===== config.mk =====
export PLATFORM = sky130hd
export DESIGN_NAME = dcs_spi_slave
export DESIGN_NICKNAME = d
export VERILOG_FILES = /design/src/design/dcs_axis_block.v /design/src/design/dcs_spi_slave.v
export VERILOG_INCLUDE_DIRS = /design/src /design/src/common
export SDC_FILE = /design/constraint.sdc
export NUM_CORES = 1
export LEC_CHECK = 0
export BUFFER_PORTS_ARGS = -buffer_cell sky130_fd_sc_hd__buf_2
export CORE_ASPECT_RATIO = 1.75
export CORE_MARGIN = 1
export CORE_UTILIZATION = 40
export CTS_CLUSTER_DIAMETER = 100
export DETAILED_ROUTE_END_ITERATION = 8
export SLEW_MARGIN = 10
export SYNTH_ARGS = -nofsm -noshare
export SYNTH_HDL_FRONTEND = slang
export SYNTH_HIERARCHICAL = 1
export SYNTH_SLANG_ARGS = --single-unit

===== constraint.sdc =====
create_clock -name clk -period 3.3 [get_ports clk]
set_input_delay 0.165 -clock clk [delete_from_list [all_inputs] [get_ports clk]]
set_output_delay 0.165 -clock clk [all_outputs]
set_load 0.02 [all_outputs]

===== src/common/dcs_regs.vh =====
// Constants for the dual-channel serial slave front-end
// Functional notes
// - First block serves own axis, even addresses
// - Second block serves own axis, odd addresses
// - Both blocks look like one slave
// - Each block keeps its own shift register
// - Compare both shift registers at frame end
// - Mismatch: second silent, first replies error
// - Match: decode, addressed block replies next frame
// - Clock idle low, sample first edge, MSB first
// - Reply shifts out only in following transfer
// - Ignore clock and data while deselected
// - Pending reply survives traffic to other slaves
// - Valid commands: register access, acceleration request
// - Initialise after power-up, undervoltage, reset command
`ifndef DCS_REGS_VH
`define DCS_REGS_VH

// Message geometry
`define DCS_MSG_BITS      16
`define DCS_CNT_BITS      5
`define DCS_TYPE_HI       15
`define DCS_TYPE_LO       14
`define DCS_ACC_AXIS_BIT  13
`define DCS_ADDR_HI       13
`define DCS_ADDR_LO       8
`define DCS_DATA_HI       7
`define DCS_DATA_LO       0

// Command type codes in bits 15:14
`define DCS_CMD_NONE      2'b00
`define DCS_CMD_ACC       2'b01
`define DCS_CMD_REG_RD    2'b10
`define DCS_CMD_REG_WR    2'b11

// Reply headers in bits 15:14
`define DCS_RSP_ACC       2'b01
`define DCS_RSP_REG       2'b10
`define DCS_RSP_ERR_WORD  16'hc000

// Serial reset sequence: two writes to one address
`define DCS_RST_ADDR      6'h3e
`define DCS_RST_KEY1      8'ha5
`define DCS_RST_KEY2      8'h5a

// Register reset value
`define DCS_REG_RESET     8'h00

// Initialisation time
`define DCS_INIT_NS       2000
`define DCS_CLK_NS        5
`define DCS_INIT_CYCLES   ((`DCS_INIT_NS + `DCS_CLK_NS - 1) / `DCS_CLK_NS)

`endif


===== src/design/dcs_axis_block.v =====
// One axis interface block: shift register, decoder, registers, reply
`timescale 1ns/1ps
`include "dcs_regs.vh"

module dcs_axis_block #(
    parameter       AXIS_ID   = 0,
    parameter       ACC_BITS  = 10,
    parameter       REG_DEPTH = 32
) (
    input  wire                     clk,
    input  wire                     reset,
    input  wire                     init,
    input  wire                     shift_en,
    input  wire                     shift_bit,
    input  wire                     decode,
    input  wire                     match,
    input  wire [ACC_BITS-1:0]      acc_data,
    output wire [`DCS_MSG_BITS-1:0] rx_word,
    output reg                      reply_vld_r,
    output reg  [`DCS_MSG_BITS-1:0] reply_r
);
    reg  [`DCS_MSG_BITS-1:0] shreg_r;
    reg  [7:0]               regs_r [0:REG_DEPTH-1];
    wire [1:0]               cmd_type;
    wire [5:0]               addr;
    wire [4:0]               idx;
    wire                     acc_mine;
    wire                     reg_mine;
    wire                     wr_en;

    assign rx_word  = shreg_r;
    assign cmd_type = shreg_r[`DCS_TYPE_HI:`DCS_TYPE_LO];
    assign addr     = shreg_r[`DCS_ADDR_HI:`DCS_ADDR_LO];
    assign idx      = addr[5:1];
    // Own-axis acceleration and own-parity register commands only
    assign acc_mine = (cmd_type == `DCS_CMD_ACC) &&
                      (shreg_r[`DCS_ACC_AXIS_BIT] == AXIS_ID);
    assign reg_mine = cmd_type[1] && (addr[0] == AXIS_ID);
    assign wr_en    = decode && match && reg_mine &&
                      (cmd_type == `DCS_CMD_REG_WR);

    // Private copy of every frame, no sharing with the other axis
    always @(posedge clk) begin
        if (reset || init)
            shreg_r <= {`DCS_MSG_BITS{1'b0}};
        else if (shift_en)
            shreg_r <= {shreg_r[`DCS_MSG_BITS-2:0], shift_bit};
    end

    genvar g;
    generate
        for (g = 0; g < REG_DEPTH; g = g + 1) begin : g_reg
            always @(posedge clk) begin
                if (reset || init)
                    regs_r[g] <= `DCS_REG_RESET;
                else if (wr_en && (idx == g))
                    regs_r[g] <= shreg_r[`DCS_DATA_HI:`DCS_DATA_LO];
            end
        end
    endgenerate

    // Reply is held until the next decoded frame, whatever else the bus does
    always @(posedge clk) begin
        if (reset || init) begin
            reply_vld_r <= 1'b0;
            reply_r     <= {`DCS_MSG_BITS{1'b0}};
        end else if (decode) begin
            if (!match) begin
                reply_vld_r <= (AXIS_ID == 0);
                reply_r     <= `DCS_RSP_ERR_WORD;
            end else if (acc_mine) begin
                reply_vld_r <= 1'b1;
                reply_r     <= {`DCS_RSP_ACC, AXIS_ID[0],
                                {(13-ACC_BITS){1'b0}}, acc_data};
            end else if (reg_mine) begin
                reply_vld_r <= 1'b1;
                reply_r     <= {`DCS_RSP_REG, addr, regs_r[idx]};
            end else begin
                reply_vld_r <= 1'b0;
                reply_r     <= {`DCS_MSG_BITS{1'b0}};
            end
        end
    end
endmodule


===== src/design/dcs_spi_slave.v =====
// Dual-channel serial slave: pin sync, framing, compare, reply, init
`timescale 1ns/1ps
`include "dcs_regs.vh"

module dcs_spi_slave #(
    parameter       ACC_BITS    = 10,
    parameter       REG_DEPTH   = 32,
    parameter       INIT_CYCLES = `DCS_INIT_CYCLES
) (
    input  wire                clk,
    input  wire                reset,
    input  wire                sclk,
    input  wire                cs_n,
    input  wire                mosi,
    input  wire                uv_reset,
    input  wire [ACC_BITS-1:0] acc_x,
    input  wire [ACC_BITS-1:0] acc_y,
    output wire                miso_o,
    output reg                 miso_oe_r,
    output reg                 init_busy_r
);
    localparam [2:0] ST_INIT  = 3'b001;
    localparam [2:0] ST_IDLE  = 3'b010;
    localparam [2:0] ST_FRAME = 3'b100;
    localparam [15:0] INIT_LAST = INIT_CYCLES[15:0] - 16'h0001;

    // Two-stage synchronisers; sclk and cs_n get one more history stage for edge finding
    reg  [2:0]               sclk_s_r;
    reg  [2:0]               cs_s_r;
    reg  [1:0]               mosi_s_r;
    reg  [1:0]               uv_s_r;

    reg  [2:0]               state_r;
    reg  [2:0]               state_nxt;
    reg  [15:0]              init_cnt_r;
    reg  [`DCS_CNT_BITS-1:0] bit_cnt_r;
    reg  [`DCS_MSG_BITS-1:0] tx_r;
    reg                      decode_r;
    reg                      match_r;
    reg                      rst_armed_r;
    reg                      rst_cmd_r;

    wire                     sclk_rise;
    wire                     sclk_fall;
    wire                     cs_fall;
    wire                     cs_rise;
    wire                     in_frame;
    wire                     shift_en;
    wire                     init_go;
    wire [`DCS_MSG_BITS-1:0] rx_x;
    wire [`DCS_MSG_BITS-1:0] rx_y;
    wire                     vld_x;
    wire                     vld_y;
    wire [`DCS_MSG_BITS-1:0] rsp_x;
    wire [`DCS_MSG_BITS-1:0] rsp_y;
    wire                     frame_ok;
    wire                     is_rst_wr;

    always @(posedge clk) begin
        if (reset) begin
            // Idle levels, so no false edge right after reset
            sclk_s_r <= 3'b000;
            cs_s_r   <= 3'b111;
            mosi_s_r <= 2'b00;
            uv_s_r   <= 2'b00;
        end else begin
            sclk_s_r <= {sclk_s_r[1:0], sclk};
            cs_s_r   <= {cs_s_r[1:0], cs_n};
            mosi_s_r <= {mosi_s_r[0], mosi};
            uv_s_r   <= {uv_s_r[0], uv_reset};
        end
    end

    assign sclk_rise = sclk_s_r[1] & ~sclk_s_r[2];
    assign sclk_fall = ~sclk_s_r[1] & sclk_s_r[2];
    assign cs_fall   = ~cs_s_r[1] & cs_s_r[2];
    assign cs_rise   = cs_s_r[1] & ~cs_s_r[2];
    assign in_frame  = (state_r == ST_FRAME);
    // Clock edges count only inside a selected frame
    assign shift_en  = in_frame && !cs_s_r[1] && sclk_rise;

    // Power-up, undervoltage or serial reset all restart init
    assign init_go   = uv_s_r[1] | rst_cmd_r;

    always @* begin
        state_nxt = state_r;
        case (state_r)
            ST_INIT: begin
                if (init_cnt_r == INIT_LAST)
                    state_nxt = ST_IDLE;
            end
            ST_IDLE: begin
                if (cs_fall)
                    state_nxt = ST_FRAME;
            end
            ST_FRAME: begin
                if (cs_rise)
                    state_nxt = ST_IDLE;
            end
            default: state_nxt = ST_INIT;
        endcase
        if (init_go)
            state_nxt = ST_INIT;
    end

    always @(posedge clk) begin
        if (reset) begin
            state_r     <= ST_INIT;
            init_cnt_r  <= 16'h0000;
            init_busy_r <= 1'b1;
        end else begin
            state_r     <= state_nxt;
            init_busy_r <= (state_nxt == ST_INIT);
            // A held undervoltage keeps the count at zero
            if (init_go || state_nxt != ST_INIT || state_r != ST_INIT)
                init_cnt_r <= 16'h0000;
            else
                init_cnt_r <= init_cnt_r + 16'h0001;
        end
    end

    // Bit counter: a frame of the wrong length is treated as corrupt
    // Saturates, so an overlong frame never wraps back to 16
    always @(posedge clk) begin
        if (reset || state_r == ST_INIT)
            bit_cnt_r <= {`DCS_CNT_BITS{1'b0}};
        else if (state_r == ST_IDLE && cs_fall)
            bit_cnt_r <= {`DCS_CNT_BITS{1'b0}};
        else if (shift_en && bit_cnt_r != {`DCS_CNT_BITS{1'b1}})
            bit_cnt_r <= bit_cnt_r + {{(`DCS_CNT_BITS-1){1'b0}}, 1'b1};
    end

    assign frame_ok = (bit_cnt_r == `DCS_MSG_BITS);

    // Compare both copies at deselect, decode one cycle later
    // Both copies are frozen here: the frame has ended
    always @(posedge clk) begin
        if (reset || state_r == ST_INIT) begin
            decode_r <= 1'b0;
            match_r  <= 1'b0;
        end else begin
            decode_r <= in_frame && cs_rise;
            match_r  <= (rx_x == rx_y) && frame_ok;
        end
    end

    dcs_axis_block #(
        .AXIS_ID   (0),
        .ACC_BITS  (ACC_BITS),
        .REG_DEPTH (REG_DEPTH)
    ) u_axis_x (
        .clk         (clk),
        .reset       (reset),
        .init        (init_busy_r),
        .shift_en    (shift_en),
        .shift_bit   (mosi_s_r[1]),
        .decode      (decode_r),
        .match       (match_r),
        .acc_data    (acc_x),
        .rx_word     (rx_x),
        .reply_vld_r (vld_x),
        .reply_r     (rsp_x)
    );

    dcs_axis_block #(
        .AXIS_ID   (1),
        .ACC_BITS  (ACC_BITS),
        .REG_DEPTH (REG_DEPTH)
    ) u_axis_y (
        .clk         (clk),
        .reset       (reset),
        .init        (init_busy_r),
        .shift_en    (shift_en),
        .shift_bit   (mosi_s_r[1]),
        .decode      (decode_r),
        .match       (match_r),
        .acc_data    (acc_y),
        .rx_word     (rx_y),
        .reply_vld_r (vld_y),
        .reply_r     (rsp_y)
    );

    // Serial reset: key1 then key2 in back-to-back matched frames
    assign is_rst_wr = decode_r && match_r &&
                       rx_x[`DCS_TYPE_HI:`DCS_TYPE_LO] == `DCS_CMD_REG_WR &&
                       rx_x[`DCS_ADDR_HI:`DCS_ADDR_LO] == `DCS_RST_ADDR;

    always @(posedge clk) begin
        if (reset || state_r == ST_INIT) begin
            rst_armed_r <= 1'b0;
            rst_cmd_r   <= 1'b0;
        end else begin
            rst_cmd_r <= 1'b0;
            if (decode_r) begin
                rst_armed_r <= is_rst_wr &&
                    rx_x[`DCS_DATA_HI:`DCS_DATA_LO] == `DCS_RST_KEY1;
                rst_cmd_r   <= is_rst_wr && rst_armed_r &&
                    rx_x[`DCS_DATA_HI:`DCS_DATA_LO] == `DCS_RST_KEY2;
            end
        end
    end

    // One output path: the owning block's reply is loaded at select.
    // The reply of the previous frame goes out now, never the current one.
    // Init drops the line at once, even in the middle of a frame
    always @(posedge clk) begin
        if (reset || init_go || state_r == ST_INIT) begin
            tx_r      <= {`DCS_MSG_BITS{1'b0}};
            miso_oe_r <= 1'b0;
        end else if (state_r == ST_IDLE && cs_fall) begin
            tx_r      <= vld_x ? rsp_x : rsp_y;
            miso_oe_r <= vld_x | vld_y;
        end else if (in_frame && cs_rise) begin
            miso_oe_r <= 1'b0;
        end else if (in_frame && !cs_s_r[1] && sclk_fall) begin
            tx_r      <= {tx_r[`DCS_MSG_BITS-2:0], 1'b0};
        end
    end

    // Line keeps its last bit when released; only the enable tells
    assign miso_o = tx_r[`DCS_MSG_BITS-1];
endmodule


==> metrics, run 1 <==
status=finished clean; max-slew violation count=0; cts hold-fix bufs=24; pre-CTS WS=a little over 0.6 ns; CTS resizes=0; sequential element share of the synthesized area=60.8%; post-synthesis cell type count=73; fmax=364 MHz; initial antenna violation count=2; number of synthesized flops with an enable pin=around 510; Async SR Flop Fraction=0%; Horiz. Die Dim=between 200 and 250 um; Worst path slowest cell=nor2b_1; Yosys reg bits=644; DRC violation count after routing=0; Final Hold Viols=0; cell with the most instances after synthesis=and2_1; post-route setup slack=roughly 0.56 ns; 1st-iter DRT viols=1,273; Synth top area share=approximately half; worst min path class=in -> reg; H-tree depth=2; Fin Hold WS=0.0651 ns; cell family with most CP delay=simple AND/OR/NAND/NOR gates; top cells by area in the synthesized netlist=edfxtp_1, and2_1, dfxtp_1; clock skew=approximately 0.018 ns; Hold Path Origin=reset; Final min period=~2.7 ns; DR WL/cell=24.5 um; CP required=between 3 and 4 ns; DP HPWL=roughly 59,000 um; largest family of logic cells by synthesized area=simple AND/OR/NAND/NOR gates; routability cong.=roughly 0.9; top post-synthesis cells by count=and2_1, edfxtp_1, mux2i_1, nor2_1, dfxtp_1; largest area contributor in the netlist=edfxtp_1; layout cells sized above 1=around 15%; Mapped Avg Cell Area=about 13 sq um; worst-path cell chain=nor2b_1, nor2b_1, a2111o_1, a221oi_1, o31ai_1; simple-gate share of the synthesized area=17.9%; WP data arrival=about 3.3 ns; RSZ-0062 raised after global routing=false; GRT overflow=0; Slew Limit Headroom=about a fifth; largest net degree at the start of global routing=42; post-synthesis mux area share=approximately 11%; total of fill cells in the finished design=~6,500; Setup TNS=0 ns; cell mode on critical path=nor2b_1; Finished Layout Cells=approximately 3,300; Worst Path Max Fanout=20; LEAKAGE=12.5 nW; Top FF cell, synth=edfxtp_1; pwr dens=474 mW/mm^2; vias in the first global route=roughly 19,000; Cell Area, Synth=about 0.030 sq mm; Worst Path Class, Setup=reg -> reg; CTS Buf Count=58; Setup Fix Bufs, Post-CTS=0; Total Routed Length=approximately 82,000 um; first drt pass iteration count=5; final net count=approximately 2,400; CP max stage delay=~0.82 ns; XOR/XNOR share of the synthesized area=0.975%; Worst-path clk slew=0.07 ns; Boundary Pins=29; Worst-Skew Late Latency=around 0.63 ns; worst-margin pin slew=1.21 ns; CP bufs+invs=0; Compound-Gate Fraction of Synth Area=approximately 6.3%; GRT Total Usage=between 20 and 25%; Via density=about 5.5; Post-Synthesis Cells=around 2,300; fin crit share=just over 80%; core area=approximately 0.073 sq mm; DR vias=~18,000; Crit. End Element=flop; Area Overhead vs Synth=12.5%; area share of fa/ha/maj cells after synthesis=less than 1%; Starting Density=between 40% and 50%; global-route wire length before repair=approximately 120,000 um; synthesis warning total=6; die height=between 300 and 400 um; total die area=approximately 0.075 sq mm; syn nets=between 2,000 and 2,500; crit path launch type=flop; clock sinks=644; antenna-violating nets left=0; Final Setup Violations=0; maximum VDD drop=roughly 0.33 mV; placed insts=about 3,200; num rows=roughly 130; Max clock buf depth=3; CTS tree=yes; root buf cell=clkbuf_16; I/O Buffers=28; max-cap viol count=0
## placed cells by master, fill, tap and decap left out, drive strengths merged, types with 4 or more instances in the layout
cell type and n:
nand3b 5, mux2i 163, a221oi 23, inv 11, nor2b 42, nor4 13, or3 6, nand2 61
dlygate4sd3 24, nand3 25, and2 518, bufinv 7, nor2 163, nor4b 5, a211oi 32, a22oi 16
mux2 16, a21oi 14, a22o 30, nand4 12, xor2 16, o21ai 82, clkinv 14, xnor2 17
or2 15, clkbuf 86, mux4 66, nor3 24, o31ai 12, o22ai 23, edfxtp 512, ha 4
buf 146, o221ai 4, nand2b 17, a2111o 8, dfxtp 132
## final cells by class
| class | instances | area [sq um] | share of cell area, % |
|---|---|---|---|
| sequential | 644 | 18000 | 54.1 |
| multi-input combinational | 1468 | 10800 | 32.4 |
| clock buffer | 86 | 1710 | 5.12 |
| timing repair buffer | 170 | 1300 | 3.91 |
| tap | 931 | 1160 | 3.49 |
| clock inverter | 22 | 277 | 0.829 |
| inverter | 11 | 41.3 | 0.124 |
| antenna | 2 | 5.00 | 0.0150 |
## state kept, by name (all words and copies together) (netlist names), 3 cells and up, named ones only
signal / cells
init_cnt_r: 16
u_axis_y/reply_r: 16
tx_r: 16
state_r: 3
u_axis_x/regs_r: 256
cs_s_r: 3
u_axis_x/reply_r: 16
bit_cnt_r: 5
u_axis_x/rx_word: 16
sclk_s_r: 3
u_axis_y/rx_word: 16
u_axis_y/regs_r: 256
## per-stage QoR
stage / total power, mW / cell area (sq um) / utilization (%)
after floorplan: 8.84 / 29600 / -
after global placement: 8.87 / 31100 / 42.6
after detailed placement: 8.87 / 31100 / 42.6
after CTS: 15.9 / 33300 / 45.6
after global routing: 16.2 / 33300 / 45.6
final: 15.8 / 33300 / 45.6
## worst paths after layout
| path | endpoint | slack [ns] | cells past startpoint |
|---|---|---|---|
| min reg2reg | cs_s_r[1] | 0.41 | 1 |
| max reg2reg | u_axis_y/reply_r[2] | 0.56 | 5 |
| min | uv_s_r[1] | 0.07 | 3 |
| max | u_axis_y/reply_r[2] | 0.56 | 5 |
## report_power, final
| group | total, mW | internal [mW] | switching [mW] |
|---|---|---|---|
| registers | 8.64 | 8.64 | 0.00469 |
| logic | 0.0727 | 0.0371 | 0.0356 |
| clock network | 7.09 | 4.11 | 2.98 |
| total | 15.8 | 12.8 | 3.02 |
## logic make-up after synthesis
group | count (synthesis)
AO/OA/AOI/OAI | 264
adder cells (fa/ha/maj) | 4
buffers and inverters | 163
multiplexers | 245
flip-flops | 644
AND/OR/NAND/NOR | 922
XOR/XNOR | 33
## tightest hold or removal path, cell delays in order
cell,delay [ns]
buf_2,0.16
buf_4,0.22
nor2b_1,0.11
## metal layers
metal / part of all wire (%) / vias up / track usage (%) / wire length, um
met5: 0 / - / 0 / 0
met2: 55 / 525 / 42.5 / 45200
met3: 3.8 / 214 / 2.50 / 3080
met4: 7.1 / 0 / 14.3 / 5810
li1: - / 8444 / - / -
met1: 34 / 9184 / 21.7 / 27600
(Power assumes the default switching activity.)
==> run 2, diff against run 1 <==
clock period = 2.4 ns   (was 3.3 ns; I/O delays follow)
==> run 2 against run 1 <==
Net effect:
- design area grew 1.9%
- critical path type unchanged
- sequential power grew 38%
- sequential share of layout area shrank 0.99 points
- largest power group unchanged
- global-route usage grew 0.90 points
- cell count grew 2.0%
- worst hold slack gained 0.28 ns
- clock-buffer cell count shrank 15
- non-clock buffer count grew 70
- register-to-register slack lost 0.46 ns
- clock power grew 40%
==> metrics, run 2 (synthesis gave the netlist of run 1 again) <==
status=finished clean; RSZ-0062 raised after global routing=true; total of fill cells in the finished design=6,468 (-1.1%); commonest non-fill, non-tap cell in the layout=and2_1; num rows=131 (unchanged); Area Overhead vs Synth=14.6%; Worst-Skew Late Latency=0.64 ns (about the same); Final min period=2.30 ns (-0.444 ns); Boundary Pins=29 (unchanged); vias in the first global route=19,700 (+2.9%); pwr dens=645 mW/mm^2 (+36%); die height=362 um (unchanged); total die area=0.0752 sq mm (unchanged); Total Routed Length=85,100 um (+4.1%); max-slew violation count=0 (unchanged); Worst Path Class, Setup=reg -> reg; I/O Buffers=28 (unchanged); Setup TNS=0 ns (unchanged); DR vias=18,700 (+1.9%); post-route setup slack=0.0996 ns (-0.456 ns); LEAKAGE=12.8 nW (+3.0%); clock skew=0.0199 ns (+0.00192 ns); Max clock buf depth=3 (unchanged); fin crit share=95.9% (+13 points); first drt pass iteration count=5 (unchanged); Crit. End Element=flop; max-cap viol count=0 (unchanged); Final Setup Violations=0 (unchanged); Via density=5.51 (about the same); most frequent cells in the layout=and2_1, edfxtp_1, buf_4, mux2i_1, nor2_1; clock sinks=644 (unchanged); Diodes inserted=0 (-2); worst-margin pin slew=0.767 ns (-0.438 ns); fmax=435 MHz (+19%); Fin Hold WS=0.344 ns (+0.279 ns); Final Hold Viols=0 (unchanged); routability cong.=0.962 (+6.9%); core area=0.0731 sq mm (unchanged); Worst-path clk slew=0.07 ns (about the same); Horiz. Die Dim=208 um (unchanged); 1st-iter DRT viols=1,447 (+14%); GRT overflow=0 (unchanged); DR WL/cell=25.0 um (+2.1%); Worst Path Max Fanout=8 (-60%); DP HPWL=61,400 um (+4.0%); WP data arrival=2.81 ns (-0.48 ns); antenna-violating nets left=0 (unchanged); Starting Density=40.5% (unchanged); root buf cell=clkbuf_16; GRT Total Usage=22.8% (+0.90 points); Slew Limit Headroom=48.8% (+29 points); DRC violation count after routing=0 (unchanged); final net count=2,452 (+2.9%); layout cells sized above 1=17.2% (+2.5 points); maximum VDD drop=0.559 mV (+70%); CTS Buf Count=57 (-1.7%); pre-CTS WS=0.0291 ns (-0.575 ns); largest net degree at the start of global routing=45 (+7.1%); top flop regs=u_axis_x/regs_r (256), u_axis_y/regs_r (256); crit path launch type=flop; initial antenna violation count=1 (-1); H-tree depth=2 (unchanged); global-route wire length before repair=126,000 um (+3.4%); CP required=2.91 ns (-0.93 ns); worst min path class=in -> reg; CTS tree=yes; post-layout util=46.5% (+0.85 points)
run 2: what timing repair did:
action / in CTS / in global routing
hold endpoints to repair: 31 / 0
endpoints found under the setup margin: 0 / 38
hold buffers: 29 / 0
setup buffers: 0 / 10
resized for setup: 0 / 2
run 2: stage by stage:
stage	total power, mW	area (sq um)	std cells
3_5_place_dp	12.2	31600	3255
5_1_grt	22.5	34000	3401
3_3_place_gp	12.2	31600	3255
6_report	21.9	34000	3401
2_1_floorplan	12.1	29600	2275
4_1_cts	22.1	33900	3391
run 2: path summary, 6_finish.rpt:
path	startpoint	endpoint	depth (start not counted)	slack, ns
max	u_axis_x/rx_word[15]	u_axis_x/regs_r[4][7]	5	0.1
min	acc_x[1]	u_axis_x/reply_r[1]	5	0.34
max reg2reg	u_axis_x/rx_word[15]	u_axis_x/regs_r[4][7]	5	0.1
min reg2reg	cs_s_r[0]	cs_s_r[1]	1	0.42
run 2: layout make-up:
type | count | area [sq um] | area share, %
clock buffers | 71 | 1520 | 4.48
clock inverters | 36 | 490 | 1.44
inverters | 11 | 41.3 | 0.122
multi-input cells | 1468 | 10800 | 31.8
flip-flops and latches | 644 | 18000 | 53.1
well taps | 931 | 1160 | 3.43
repair buffers | 240 | 1900 | 5.59
run 2: metal layers:
metal / vias to the layer above / global-route usage, % / routed length (um)
met5: - / 0 / 13
met4: 2 / 16.7 / 7010
met3: 255 / 2.76 / 3240
met2: 568 / 44.0 / 46600
met1: 9313 / 22.0 / 28300
li1: 8586 / - / -
run 2: report_power, final:
group	internal, mW	leakage (nW)	switching [mW]
Clock	5.70	0.971	4.24
Combinational	0.0559	4.48	0.0463
Sequential	11.9	7.39	0.00693
Total	17.6	12.8	4.29
run 2: worst max-delay path: stages, from the launching register on:
cell and delay (ns):
dfxtp_1 0.47, nand2b_1 0.24, nor3_2 0.34, nand2b_1 0.40
nor2_1 0.50, and2_1 0.21
